## config.mk

```make
export PLATFORM = sky130hd
export DESIGN_NAME = fwc_host_end_flat
export DESIGN_NICKNAME = d
export VERILOG_FILES = /design/src/verilog/fwc_pkg.sv /design/src/verilog/fwc_link_if.sv /design/src/verilog/fwc_host_end.sv /design/src/flat_wrapper.sv
export SDC_FILE = /design/constraint.sdc
export NUM_CORES = 1
export LEC_CHECK = 0
export BUFFER_PORTS_ARGS = -buffer_cell sky130_fd_sc_hd__buf_4
export CAP_MARGIN = 30
export CORE_MARGIN = 2
export CORE_UTILIZATION = 58
export DETAILED_ROUTE_END_ITERATION = 12
export GPL_ROUTABILITY_DRIVEN = 0
export PLACE_DENSITY_LB_ADDON = 0.3
export SYNTH_ARGS = -nofsm -noshare
export SYNTH_HDL_FRONTEND = slang
export SYNTH_SLANG_ARGS = --single-unit
export TNS_END_PERCENT = 10
```

## constraint.sdc

```tcl
create_clock -name clk -period 15 [get_ports clk]
set_input_delay 3 -clock clk [delete_from_list [all_inputs] [get_ports clk]]
set_output_delay 3 -clock clk [all_outputs]
set_load 0.1 [all_outputs]
```

## src/verilog/fwc_pkg.sv

```systemverilog
// shared constants, types and the checksum function for the flow word link
`default_nettype none
package fwc_pkg;

  // checksum generator shared by both ends
  localparam logic [7:0] FWC_CRC_POLY = 8'h31;
  localparam logic [7:0] FWC_CRC_INIT = 8'hFF;
  localparam logic [7:0] FWC_CRC_XOR_OUT = 8'h00;

  // conversion to physical values, results in hundredths of a unit
  localparam logic signed [16:0] FWC_FLOW_OFFSET = -17'sh03000;
  localparam logic [7:0] FWC_FLOW_SCALE = 8'h78;
  localparam logic signed [16:0] FWC_TEMP_OFFSET = 17'sh00000;
  localparam logic [7:0] FWC_TEMP_SCALE = 8'hC8;
  localparam logic signed [23:0] FWC_PHYS_FRAC = 24'sh000064;
  localparam int unsigned FWC_DIV_STEPS = 24;

  // flow unit word layout and the one supported code
  localparam int unsigned FWC_PREFIX_LSB = 0;
  localparam int unsigned FWC_TBASE_LSB = 4;
  localparam int unsigned FWC_UNIT_LSB = 8;
  localparam logic [3:0] FWC_PREFIX_ONE = 4'h8;
  localparam logic [3:0] FWC_TBASE_MINUTE = 4'h4;
  localparam logic [4:0] FWC_UNIT_STD_LITRE = 5'h01;
  localparam logic [15:0] FWC_UNIT_SLM = 16'h0148;
  localparam logic [12:0] FWC_UNIT_USED_MASK = 13'h1FFF;

  localparam int unsigned FWC_FIFO_DEPTH = 8;

  typedef enum logic [1:0] {
    FWC_KIND_FLOW,
    FWC_KIND_TEMP,
    FWC_KIND_UNIT
  } fwc_kind_e;

  function automatic logic [7:0] fwc_crc8(input logic [7:0] crc, input logic [7:0] data);
    logic [7:0] c;
    c = crc ^ data;
    for (int i = 0; i < 8; i++) begin
      c = c[7] ? ((c << 1) ^ FWC_CRC_POLY) : (c << 1);
    end
    return c ^ FWC_CRC_XOR_OUT;
  endfunction : fwc_crc8

endpackage : fwc_pkg
`default_nettype wire

```

## src/verilog/fwc_link_if.sv

```systemverilog
// byte stream link from the sensor end to the host end
`timescale 1ns/100ps
`default_nettype none
interface fwc_link_if;
  logic [7:0] byte_data;
  logic byte_valid;
  logic byte_ready;
  modport dev (output byte_data, output byte_valid, input byte_ready);
  modport host (input byte_data, input byte_valid, output byte_ready);
endinterface : fwc_link_if
`default_nettype wire

```

## src/verilog/fwc_host_end.sv

```systemverilog
// host end: checksum check, word buffer, conversion and unit decode
// Functional notes
// - each word is followed by one checksum byte
// - checksum covers only the two word bytes
// - crc8 poly 31, init FF, no reflection
// - flow word is signed sixteen bit
// - flow: subtract -12288, divide by 120
// - temperature: signed, offset 0, divide by 200
// - unit word: prefix, time base, unit fields
// - 0x0148 means standard litres per minute
`timescale 1ns/100ps
`default_nettype none
module fwc_fifo #(
  parameter int unsigned WIDTH = 18,
  parameter int unsigned DEPTH = 8
) (
  input wire logic clk,
  input wire logic rstn,
  input wire logic in_valid,
  output logic in_ready,
  input wire logic [WIDTH-1:0] in_data,
  output logic out_valid,
  input wire logic out_ready,
  output logic [WIDTH-1:0] out_data
);
  localparam int unsigned AW = (DEPTH > 1) ? $clog2(DEPTH) : 1;
  localparam int unsigned CW = $clog2(DEPTH + 1);

  generate
    if (DEPTH < 2 || (DEPTH & (DEPTH - 1)) != 0) begin : g_bad_depth
      $error("fifo depth must be a power of two of at least 2");
    end
  endgenerate

  typedef struct packed {
    logic [AW-1:0] wr;
    logic [AW-1:0] rd;
    logic [CW-1:0] cnt;
    logic rdy;
  } fwc_fifo_s;

  fwc_fifo_s s_q, s_d;
  logic [WIDTH-1:0] mem [DEPTH];
  logic push, pop;

  always_comb begin
    s_d = s_q;
    push = in_valid && s_q.rdy;
    pop = (s_q.cnt != '0) && out_ready;
    if (push) begin
      s_d.wr = s_q.wr + AW'(1);
    end
    if (pop) begin
      s_d.rd = s_q.rd + AW'(1);
    end
    s_d.cnt = CW'(s_q.cnt + CW'(push) - CW'(pop));
    // registered ready keeps the producer off a combinational path
    s_d.rdy = (s_d.cnt != CW'(DEPTH));
  end

  always_ff @(posedge clk or negedge rstn) begin
    if (!rstn) begin
      s_q <= '{wr: '0, rd: '0, cnt: '0, rdy: 1'b1};
    end else begin
      s_q <= s_d;
    end
  end

  always_ff @(posedge clk) begin
    if (push) begin
      mem[s_q.wr] <= in_data;
    end
  end

  assign in_ready = s_q.rdy;
  assign out_valid = (s_q.cnt != '0);
  assign out_data = mem[s_q.rd];
endmodule : fwc_fifo

module fwc_host_end #(
  parameter int unsigned FIFO_DEPTH = fwc_pkg::FWC_FIFO_DEPTH
) (
  input wire logic clk,
  input wire logic rstn,
  fwc_link_if.host link,
  input wire fwc_pkg::fwc_kind_e word_kind,
  output logic crc_err,
  output logic out_valid,
  input wire logic out_ready,
  output fwc_pkg::fwc_kind_e out_kind,
  output logic [15:0] out_raw,
  output logic signed [23:0] out_phys,
  output logic [3:0] unit_prefix,
  output logic [3:0] unit_tbase,
  output logic [4:0] unit_base,
  output logic unit_bad
);
  typedef enum logic [1:0] {H_MSB, H_LSB, H_CRC, H_PUSH} fwc_rst_e;
  typedef enum logic [1:0] {C_IDLE, C_DIV, C_OUT} fwc_cst_e;
  typedef struct packed {
    fwc_rst_e rst;
    logic rdy;
    logic [15:0] word;
    logic [7:0] crc;
    fwc_pkg::fwc_kind_e kind;
    logic err;
    fwc_cst_e cst;
    logic neg;
    logic [23:0] quo;
    logic [7:0] rem;
    logic [7:0] div;
    logic [4:0] cnt;
    logic vld;
    fwc_pkg::fwc_kind_e okind;
    logic [15:0] oraw;
    logic signed [23:0] phys;
    logic [3:0] prefix;
    logic [3:0] tbase;
    logic [4:0] ubase;
    logic ubad;
  } fwc_host_s;

  fwc_host_s s_q, s_d;
  logic take, push, pop, fifo_rdy, fifo_vld;
  logic [17:0] fifo_out;
  fwc_pkg::fwc_kind_e pkind;
  logic [15:0] praw;
  logic signed [16:0] num;
  logic signed [23:0] prod;
  logic [8:0] r2;
  logic qbit;
  logic [23:0] qnext;

  // verified words wait here; a stalled consumer drops link ready
  fwc_fifo #(
    .WIDTH(18),
    .DEPTH(FIFO_DEPTH)
  ) u_fifo (
    .clk(clk),
    .rstn(rstn),
    .in_valid(push),
    .in_ready(fifo_rdy),
    .in_data({s_q.kind, s_q.word}),
    .out_valid(fifo_vld),
    .out_ready(pop),
    .out_data(fifo_out)
  );

  always_comb begin
    s_d = s_q;
    take = link.byte_valid && s_q.rdy;
    push = 1'b0;
    pop = 1'b0;
    pkind = fwc_pkg::fwc_kind_e'(fifo_out[17:16]);
    praw = fifo_out[15:0];
    num = 17'sh00000;
    prod = 24'sh000000;
    r2 = {s_q.rem, s_q.quo[23]};
    qbit = (r2 >= {1'b0, s_q.div});
    qnext = {s_q.quo[22:0], qbit};
    s_d.err = 1'b0;

    case (s_q.rst)
      H_MSB: begin
        if (take) begin
          s_d.word[15:8] = link.byte_data;
          s_d.crc = fwc_pkg::fwc_crc8(fwc_pkg::FWC_CRC_INIT, link.byte_data);
          s_d.kind = word_kind;
          s_d.rst = H_LSB;
        end
      end
      H_LSB: begin
        if (take) begin
          s_d.word[7:0] = link.byte_data;
          s_d.crc = fwc_pkg::fwc_crc8(s_q.crc, link.byte_data);
          s_d.rst = H_CRC;
        end
      end
      H_CRC: begin
        if (take) begin
          if (link.byte_data != s_q.crc) begin
            s_d.err = 1'b1;
            s_d.rst = H_MSB;
          end else begin
            s_d.rdy = 1'b0;
            s_d.rst = H_PUSH;
          end
        end
      end
      H_PUSH: begin
        if (fifo_rdy) begin
          push = 1'b1;
          s_d.rdy = 1'b1;
          s_d.rst = H_MSB;
        end
      end
      default: s_d.rst = H_MSB;
    endcase

    case (s_q.cst)
      C_IDLE: begin
        if (fifo_vld) begin
          pop = 1'b1;
          s_d.okind = pkind;
          s_d.oraw = praw;
          if (pkind == fwc_pkg::FWC_KIND_UNIT) begin
            s_d.prefix = praw[fwc_pkg::FWC_PREFIX_LSB +: 4];
            s_d.tbase = praw[fwc_pkg::FWC_TBASE_LSB +: 4];
            s_d.ubase = praw[fwc_pkg::FWC_UNIT_LSB +: 5];
            // top three bits are not part of the code
            s_d.ubad = (praw[12:0] & fwc_pkg::FWC_UNIT_USED_MASK) != fwc_pkg::FWC_UNIT_SLM[12:0];
            s_d.phys = 24'sh000000;
            s_d.vld = 1'b1;
            s_d.cst = C_OUT;
          end else begin
            if (pkind == fwc_pkg::FWC_KIND_TEMP) begin
              num = 17'(signed'(praw)) - fwc_pkg::FWC_TEMP_OFFSET;
              s_d.div = fwc_pkg::FWC_TEMP_SCALE;
            end else begin
              num = 17'(signed'(praw)) - fwc_pkg::FWC_FLOW_OFFSET;
              s_d.div = fwc_pkg::FWC_FLOW_SCALE;
            end
            prod = 24'(num) * fwc_pkg::FWC_PHYS_FRAC;
            s_d.neg = prod[23];
            s_d.quo = prod[23] ? 24'(-prod) : 24'(prod);
            s_d.rem = 8'h00;
            s_d.cnt = 5'h00;
            s_d.cst = C_DIV;
          end
        end
      end
      C_DIV: begin
        // bit serial divide: one quotient bit per clock, no divider array
        s_d.rem = qbit ? 8'(r2 - {1'b0, s_q.div}) : r2[7:0];
        s_d.quo = qnext;
        s_d.cnt = s_q.cnt + 5'h01;
        if (s_q.cnt == 5'(fwc_pkg::FWC_DIV_STEPS - 1)) begin
          s_d.phys = s_q.neg ? -signed'(qnext) : signed'(qnext);
          s_d.vld = 1'b1;
          s_d.cst = C_OUT;
        end
      end
      C_OUT: begin
        if (out_ready) begin
          s_d.vld = 1'b0;
          s_d.cst = C_IDLE;
        end
      end
      default: s_d.cst = C_IDLE;
    endcase
  end

  always_ff @(posedge clk or negedge rstn) begin
    if (!rstn) begin
      s_q <= '{rst: H_MSB, rdy: 1'b1, word: 16'h0000, crc: 8'h00, kind: fwc_pkg::FWC_KIND_FLOW,
               err: 1'b0, cst: C_IDLE, neg: 1'b0, quo: 24'h000000, rem: 8'h00, div: 8'h00,
               cnt: 5'h00, vld: 1'b0, okind: fwc_pkg::FWC_KIND_FLOW, oraw: 16'h0000,
               phys: 24'sh000000, prefix: 4'h0, tbase: 4'h0, ubase: 5'h00, ubad: 1'b0};
    end else begin
      s_q <= s_d;
    end
  end

  assign link.byte_ready = s_q.rdy;
  assign crc_err = s_q.err;
  assign out_valid = s_q.vld;
  assign out_kind = s_q.okind;
  assign out_raw = s_q.oraw;
  assign out_phys = s_q.phys;
  assign unit_prefix = s_q.prefix;
  assign unit_tbase = s_q.tbase;
  assign unit_base = s_q.ubase;
  assign unit_bad = s_q.ubad;
endmodule : fwc_host_end
`default_nettype wire

```

## src/flat_wrapper.sv

```systemverilog
// flat-port wrapper written by rule: the top's interface ports become plain ports
module fwc_host_end_flat 
#(
  parameter int unsigned FIFO_DEPTH = fwc_pkg::FWC_FIFO_DEPTH
)
  (clk, rstn, word_kind, crc_err, out_valid, out_ready, out_kind, out_raw, out_phys, unit_prefix, unit_tbase, unit_base, unit_bad, link_byte_data, link_byte_valid, link_byte_ready);
  fwc_link_if link_i ();
  input wire logic clk;
  input wire logic rstn;
  input wire fwc_pkg::fwc_kind_e word_kind;
  output logic crc_err;
  output logic out_valid;
  input wire logic out_ready;
  output fwc_pkg::fwc_kind_e out_kind;
  output logic [15:0] out_raw;
  output logic signed [23:0] out_phys;
  output logic [3:0] unit_prefix;
  output logic [3:0] unit_tbase;
  output logic [4:0] unit_base;
  output logic unit_bad;
  input wire logic [$bits(link_i.byte_data)-1:0] link_byte_data;
  input wire logic [$bits(link_i.byte_valid)-1:0] link_byte_valid;
  output wire logic [$bits(link_i.byte_ready)-1:0] link_byte_ready;
  assign link_i.byte_data = link_byte_data;
  assign link_i.byte_valid = link_byte_valid;
  assign link_byte_ready = link_i.byte_ready;
  fwc_host_end #(.FIFO_DEPTH(FIFO_DEPTH)) u_core (.clk(clk), .rstn(rstn), .link(link_i), .word_kind(word_kind), .crc_err(crc_err), .out_valid(out_valid), .out_ready(out_ready), .out_kind(out_kind), .out_raw(out_raw), .out_phys(out_phys), .unit_prefix(unit_prefix), .unit_tbase(unit_tbase), .unit_base(unit_base), .unit_bad(unit_bad));
endmodule
```

Word-level counts from Yosys, hierarchy flattened
Memory sizes are Yosys's and may differ from the RTL's.
Cells that the tools add are included.
- bits in registers: 146
- latch bits: 0
- memory bits (writable): 144
- memory bits (read-only): 0
- input bits: 14
- output and inout bits: 59
- word-level logic and storage cells: 158
- memories: 1
- memories (name ; words ; width ; rd ports ; clocked after memory_dff ; wr ports ; line ; RTL):
    u_core.u_fifo.mem ; 8 ; 18 ; 1 ; 0 ; 1 ; fwc_host_end.sv:43 ; logic [WIDTH-1:0] mem [DEPTH];
- add/sub/neg operators: 9
- multipliers: 1
- div/mod/pow operators: 0
- order comparisons: 1
- eq/ne operators: 21
- shift-type cells: 0
- muxes and demuxes: 59
- bitwise logic cells: 19
- reduce and logical (&&, ||, !) cells: 22
- operators with widths (cell ; count):
    two-way mux 105 bit ; 1
    two-way mux 6 bit ; 16
    two-way mux 24 bit ; 3
    two-way mux 17 bit ; 4
    one-hot mux 32 bit (2 select lines) ; 1
    negation 24 bit ; 2
    NOT 3 bit ; 16
    one-hot mux 24 bit (2 select lines) ; 1
    two-way mux 46 bit ; 1
    two-way mux 38 bit ; 1
    two-way mux 8 bit ; 3
    multiplier 17 x 6 -> 22 bit (second input constant) ; 1
    subtractor 16 x 15 -> 17 bit (second input constant) ; 1
    one-hot mux 8 bit (2 select lines) ; 1
    AND reduction 3 bit ; 5
    two-way mux 1 bit ; 13
    inequality test 13 x 9 -> 1 bit (second input constant) ; 1
    two-way mux 2 bit ; 6
    inequality test 2 x 1 -> 1 bit (second input constant) ; 6
    AND reduction 4 bit ; 3
    two-way mux 10 bit ; 1
    one-hot mux 5 bit (2 select lines) ; 1
    greater-or-equal comparator 9 x 8 -> 1 bit ; 1
    == test 2 bit (second input constant) ; 4
    other kinds (25) ; 39

Depth between registers and ports, before layout
- depth in word-level cells: 19
- gate-level depth with buffers: 22
- mapped depth without buffers: 17

Hierarchy
From an unflattened synthesis, not the netlist that was laid out.
- cells, all modules: 1180
- area total of the unflattened synthesis: 14950.6 um^2
- modules (own cells, without submodules) (module ; instances ; cells each ; area an instance (um^2) ; sequential area each (um^2)):
    fwc_host_end ; 1 ; 915 ; 8802.2 ; 3254.4
    fwc_fifo ; 1 ; 265 ; 6148.4 ; 4600.7

Worst setup path before layout
No wires, ideal clock.
- path kind: register -> register
- from: register u_core.u_fifo.s_q[5] in the netlist's numbering
- to: register u_core.s_q (netlist bit u_core.r2[0])
- arrival: 5616 ps
- path slack: 9311 ps
- cell stages (with the launch flop): 21
- clock period less this slack: 5689 ps
- path through: dfrtp_1 buf_6 buf_12 clkbuf_1 mux4_2 mux2i_1 inv_1 ha_1 inv_1 fa_1 ha_1 inv_1 fa_1 nand2b_1 a21bo_2 a2111oi_4 o311ai_2 and3_4 or2_1 or4b_4 a2bb2oi_2
- cells in the longest elaborated chain, start to end: 12
- RTL lines (item ; line ; RTL):
    start: declaration ; fwc_host_end.sv:42 ; fwc_fifo_s s_q, s_d;
    start signal: assignment ; fwc_host_end.sv:63 ; s_q <= '{wr: '0, rd: '0, cnt: '0, rdy: 1'b1};
    memory (8 x 18 bit) (*) ; -- ;
    net u_core.fifo_out[3] ; fwc_host_end.sv:125 ; logic [17:0] fifo_out;
    subtractor 16 x 15 -> 17 bit ; fwc_host_end.sv:220 ; num = 17'(signed'(praw)) - fwc_pkg::FWC_FLOW_OFFSET;
    two-way mux 17 bit (*) ; fwc_host_end.sv:216 ; if (pkind == fwc_pkg::FWC_KIND_TEMP) begin
    two-way mux 17 bit (*) ; fwc_host_end.sv:206 ; if (pkind == fwc_pkg::FWC_KIND_UNIT) begin
    two-way mux 17 bit (*) ; fwc_host_end.sv:202 ; if (fifo_vld) begin
    two-way mux 17 bit (*) ; fwc_host_end.sv:200 ; case (s_q.cst)
    multiplier 17 x 6 -> 22 bit (*) ; fwc_host_end.sv:223 ; prod = 24'(num) * fwc_pkg::FWC_PHYS_FRAC;
    negation 24 bit ; fwc_host_end.sv:225 ; s_d.quo = prod[23] ? 24'(-prod) : 24'(prod);
    two-way mux 24 bit (*) ; fwc_host_end.sv:225 ;
    two-way mux 46 bit (*) ; fwc_host_end.sv:206 ;
    two-way mux 105 bit (*) ; fwc_host_end.sv:202 ;
    one-hot mux 32 bit (2 select lines) (*) ; fwc_host_end.sv:200 ;
    end signal: assignment ; fwc_host_end.sv:255 ; s_q <= '{rst: H_MSB, rdy: 1'b1, word: 16'h0000, crc: 8'h00, kind: fwc_pkg::FWC_KIND_FLOW,
    end: declaration ; fwc_host_end.sv:123 ; fwc_host_s s_q, s_d;
The timed path passes the listed nets; every way through them passes the cells marked *. The select of a mux whose other input is x is not followed.
A chain may end at the register's enable or synchronous reset.

Final worst setup path
- from: register u_core.u_fifo.s_q[5] in the netlist's numbering
- to: register u_core.s_q (netlist bit u_core.qnext[23])
- cells in the longest elaborated chain, start to end: 12
- RTL lines (item ; line):
    memory (8 x 18 bit) (*) ; --
    subtractor 16 x 15 -> 17 bit or == test 2 x 1 -> 1 bit (tied branches) ; fwc_host_end.sv:220, fwc_host_end.sv:216
    two-way mux 17 bit ; fwc_host_end.sv:216
    two-way mux 17 bit ; fwc_host_end.sv:206
    two-way mux 17 bit ; fwc_host_end.sv:202
    two-way mux 17 bit ; fwc_host_end.sv:200
    multiplier 17 x 6 -> 22 bit ; fwc_host_end.sv:223
    negation 24 bit ; fwc_host_end.sv:225
    two-way mux 24 bit ; fwc_host_end.sv:225
    two-way mux 46 bit ; fwc_host_end.sv:206
    two-way mux 105 bit ; fwc_host_end.sv:202
    one-hot mux 32 bit (2 select lines) ; fwc_host_end.sv:200
Every way passes the cells marked *; elsewhere a longest branch is shown, timed or not. The select of a mux whose other input is x is not followed.

==> flow_summary.toml <==
[run_status]
status = "complete, no violations"

[logic_synthesis]
synth_edf_count = 144
synth.area.top_cells = "edfxtp_1, dfrtp_1, ha_1"
synth_top_area_share_pct = 28.6
yosys_warnings = 0
synth.cell_area_um2 = 15100
synth_top_flop_cell = "edfxtp_1"
syn_area_per_cell_um2 = 12.1
async_flop_share_pct = 49.5
synth_seq_cells = 285
synthDistinctLibCells = 79
yosys.area.top_type = "edfxtp_1"
synth_seq_area_share_pct = 52.0
syn-num-nets = 1354
synth_cells = 1248

[detailed_routing]
firstDrtPassIters = 5
wl_per_cell_um = 19.2
vias = 9534
wirelength_um = 31200
drc_errors = 0
drt_iter0_markers = 848
drtAntennaViolNets = 0
viasPerCell = 5.88

[clocking]
cts_tree = "built"
htree_levels = 1
clk_pin_slew_ns = 0.06
cts_setup_buffers = 0
hold_buffers = 0
cts.path.max_buffers = 3
clkLatencyLatePin_ns = 0.57
cts_num_sinks = 285
postCtsResizedCells = 0
numCtsBuffers = 31
cts-root-buf = "clkbuf_16"

[place]
dpl.hpwl_um = 21000
dp.cells = 1565
io_buffers = 72

[flow_run]
maxCapViolations = 0

[worst_hold_path]
hold_path_class = "reg2reg"

[critical_path]
crit_path_end = "u_core.qnext[23]"
cp-startpoint = "u_core.u_fifo.s_q[5]"
worstReg2RegEnd = "u_core.qnext[23]"
end_kind = "flop"
r2r_slack_ns = 8.42
criticalPathCategory = "reg2reg"
cp.arrival_ns = 7.02
cp_max_fo = 43
startpoint_type = "flop"
worstReg2RegStart = "u_core.u_fifo.s_q[5]"
r2r_cells = 16
cp_data_required_time_ns = 15.44

[die]
start_util_pct = 58.5
die-area_um2 = 27400
dieWidth_um = 165
rows = 59
io_pins = 73
die_h_um = 165
core-area_um2 = 25800

[final_layout]
drive_above_1_share_pct = 16.9
fin_cells = 1622
syn_to_final_growth_pct = 10.1
diodes = 0
final_nets = 1369

[timing]
slew_viol_final = 0
tightest_slew_ns = 1.00
clock_skew_ns = 0.0168
hold_ws_ns = 0.477
setup_viol = 0
setup_tns_ns = 0
relSlewSlack_pct = 32.9
rsz0062_at_grt = "no"
hold_viol = 0
min_period_over_period_pct = 43.9
max_freq_ghz = 0.152
period_minus_slack_ns = 6.58

[grt]
grt_overflow_total = 0
grt_max_degree = 95
grt_pass1_vias = 9334
track_usage_pct = 23.5
antenna_found_initial = 0
grt_pass1_wl_um = 49800
[how the worst min path moves through the flow]
stage	start	to	depth (start not counted)
3_3_place_gp	u_core.r2[8]	u_core.r2[8]	2
5_1_grt	u_core.out_raw[10]	u_core.out_raw[10]	2
6_report	u_core.out_phys[5]	u_core.out_phys[5]	2
3_5_place_dp	u_core.out_phys[15]	u_core.out_phys[15]	2
4_1_cts	u_core.out_phys[5]	u_core.out_phys[5]	2
2_1_floorplan	u_core.r2[8]	u_core.r2[8]	2
[kinds of logic (layout without fill, tap and decap cells)]
family,Yosys count,in the layout,synth area share (%)
compound gates,230,230,9.91
fa+ha+maj,92,92,8.41
mux,77,77,8.69
buf+inv,164,203,5.77
xor+xnor,93,93,5.39
simple gates,307,307,9.88
flops,285,285,52.0
[layout by cell type (no fill, tap or decap), types with 5 or more instances in the layout]
master | netlist | final
mux2_2 | 20 | 20
o31ai_1 | 13 | 13
o21ai_0 | 88 | 88
nor2b_1 | 5 | 5
fa_1 | 16 | 16
clkinv_1 | 1 | 8
o21a_1 | 5 | 5
a211o_1 | 9 | 9
and2_1 | 7 | 7
and3_1 | 20 | 20
or4_1 | 6 | 6
xnor2_1 | 45 | 45
a211oi_1 | 6 | 6
edfxtp_1 | 144 | 144
inv_1 | 54 | 54
clkbuf_1 | 35 | 5
ha_1 | 76 | 76
xor2_1 | 48 | 48
clkbuf_16 | 0 | 31
nand3_1 | 24 | 24
mux4_2 | 30 | 30
o21ai_1 | 7 | 7
mux2i_1 | 17 | 17
nand2b_1 | 7 | 7
a21oi_1 | 53 | 53
nor3_1 | 19 | 17
mux4_1 | 7 | 7
nand4_1 | 15 | 15
dfrtp_1 | 139 | 138
a21o_1 | 7 | 7
bufinv_16 | 0 | 5
nor2_1 | 54 | 53
nand2_1 | 125 | 125
buf_4 | 55 | 88
[metrics by stage]
step | setup slack (ns) | utilization (%) | area (um2)
finish | 8.42 | 64.4 | 16600
global route | 7.90 | 64.4 | 16600
CTS | 8.45 | 64.4 | 16600
detailed placement | 8.52 | 60.3 | 15600
global placement | 8.65 | 60.2 | 15600
floorplan | 9.31 | - | 15100
[sequential cells by signal, summed over array words and instances, names as in the netlist]
signal,count
u_core.out_phys,24
u_core.unit_bad,1
u_core.out_valid,1
u_core.crc_err,1
u_core.r2,9
u_core.qnext,23
u_core.unit_prefix,4
u_core.unit_tbase,4
u_core.u_fifo.s_q,10
u_core.s_q,39
u_core.unit_base,5
u_core.link.byte_ready,1
u_core.u_fifo.in_ready,1
u_core.out_raw,16
u_core.u_fifo.mem,144
u_core.out_kind,2
[cell type report]
cell class                 instances  area, um2
fill                            1934       9190
timing repair buffer              90        687
sequential                       285       7860
clock inverter                    18        229
clock buffer                      39        836
tap                              335        419
inverter                          56        210
multi-input combinational        799       6410
[cells in the mapped netlist, types with 16 or more instances]
library cell and n:
nor2_1 54, xor2_1 48, inv_1 54, mux2i_1 17, a21oi_1 53, nor3_1 19, and3_1 20, clkbuf_1 35
nand3_1 24, ha_1 76, nand2_1 125, buf_4 55, edfxtp_1 144, o21ai_0 88, mux2_2 20, xnor2_1 45
fa_1 16, dfrtp_1 139, mux4_2 30
[worst max-delay path, cell delays in order (launching register included)]
cell,delay [ns]
dfrtp_2,0.40
buf_4,0.60
mux4_1,0.65
mux2i_1,0.45
ha_1,0.32
mux2i_1,0.33
ha_1,0.33
fa_1,0.47
ha_1,0.32
ha_1,0.38
o21a_1,0.15
a211o_1,0.32
o311ai_2,0.29
a21oi_2,0.25
nor2_1,0.82
a211o_1,0.26
nand3_1,0.08
[per-layer routing]
layer / routed length, um / GRT usage (%)
met1: 13100 / 31.0
met2: 16000 / 41.2
met3: 1360 / 3.12
met4: 728 / 5.92
met5: 0 / 0
Power is not shown: default switching activity piles up to over one toggle a cycle in this logic, so the estimate is an artifact.
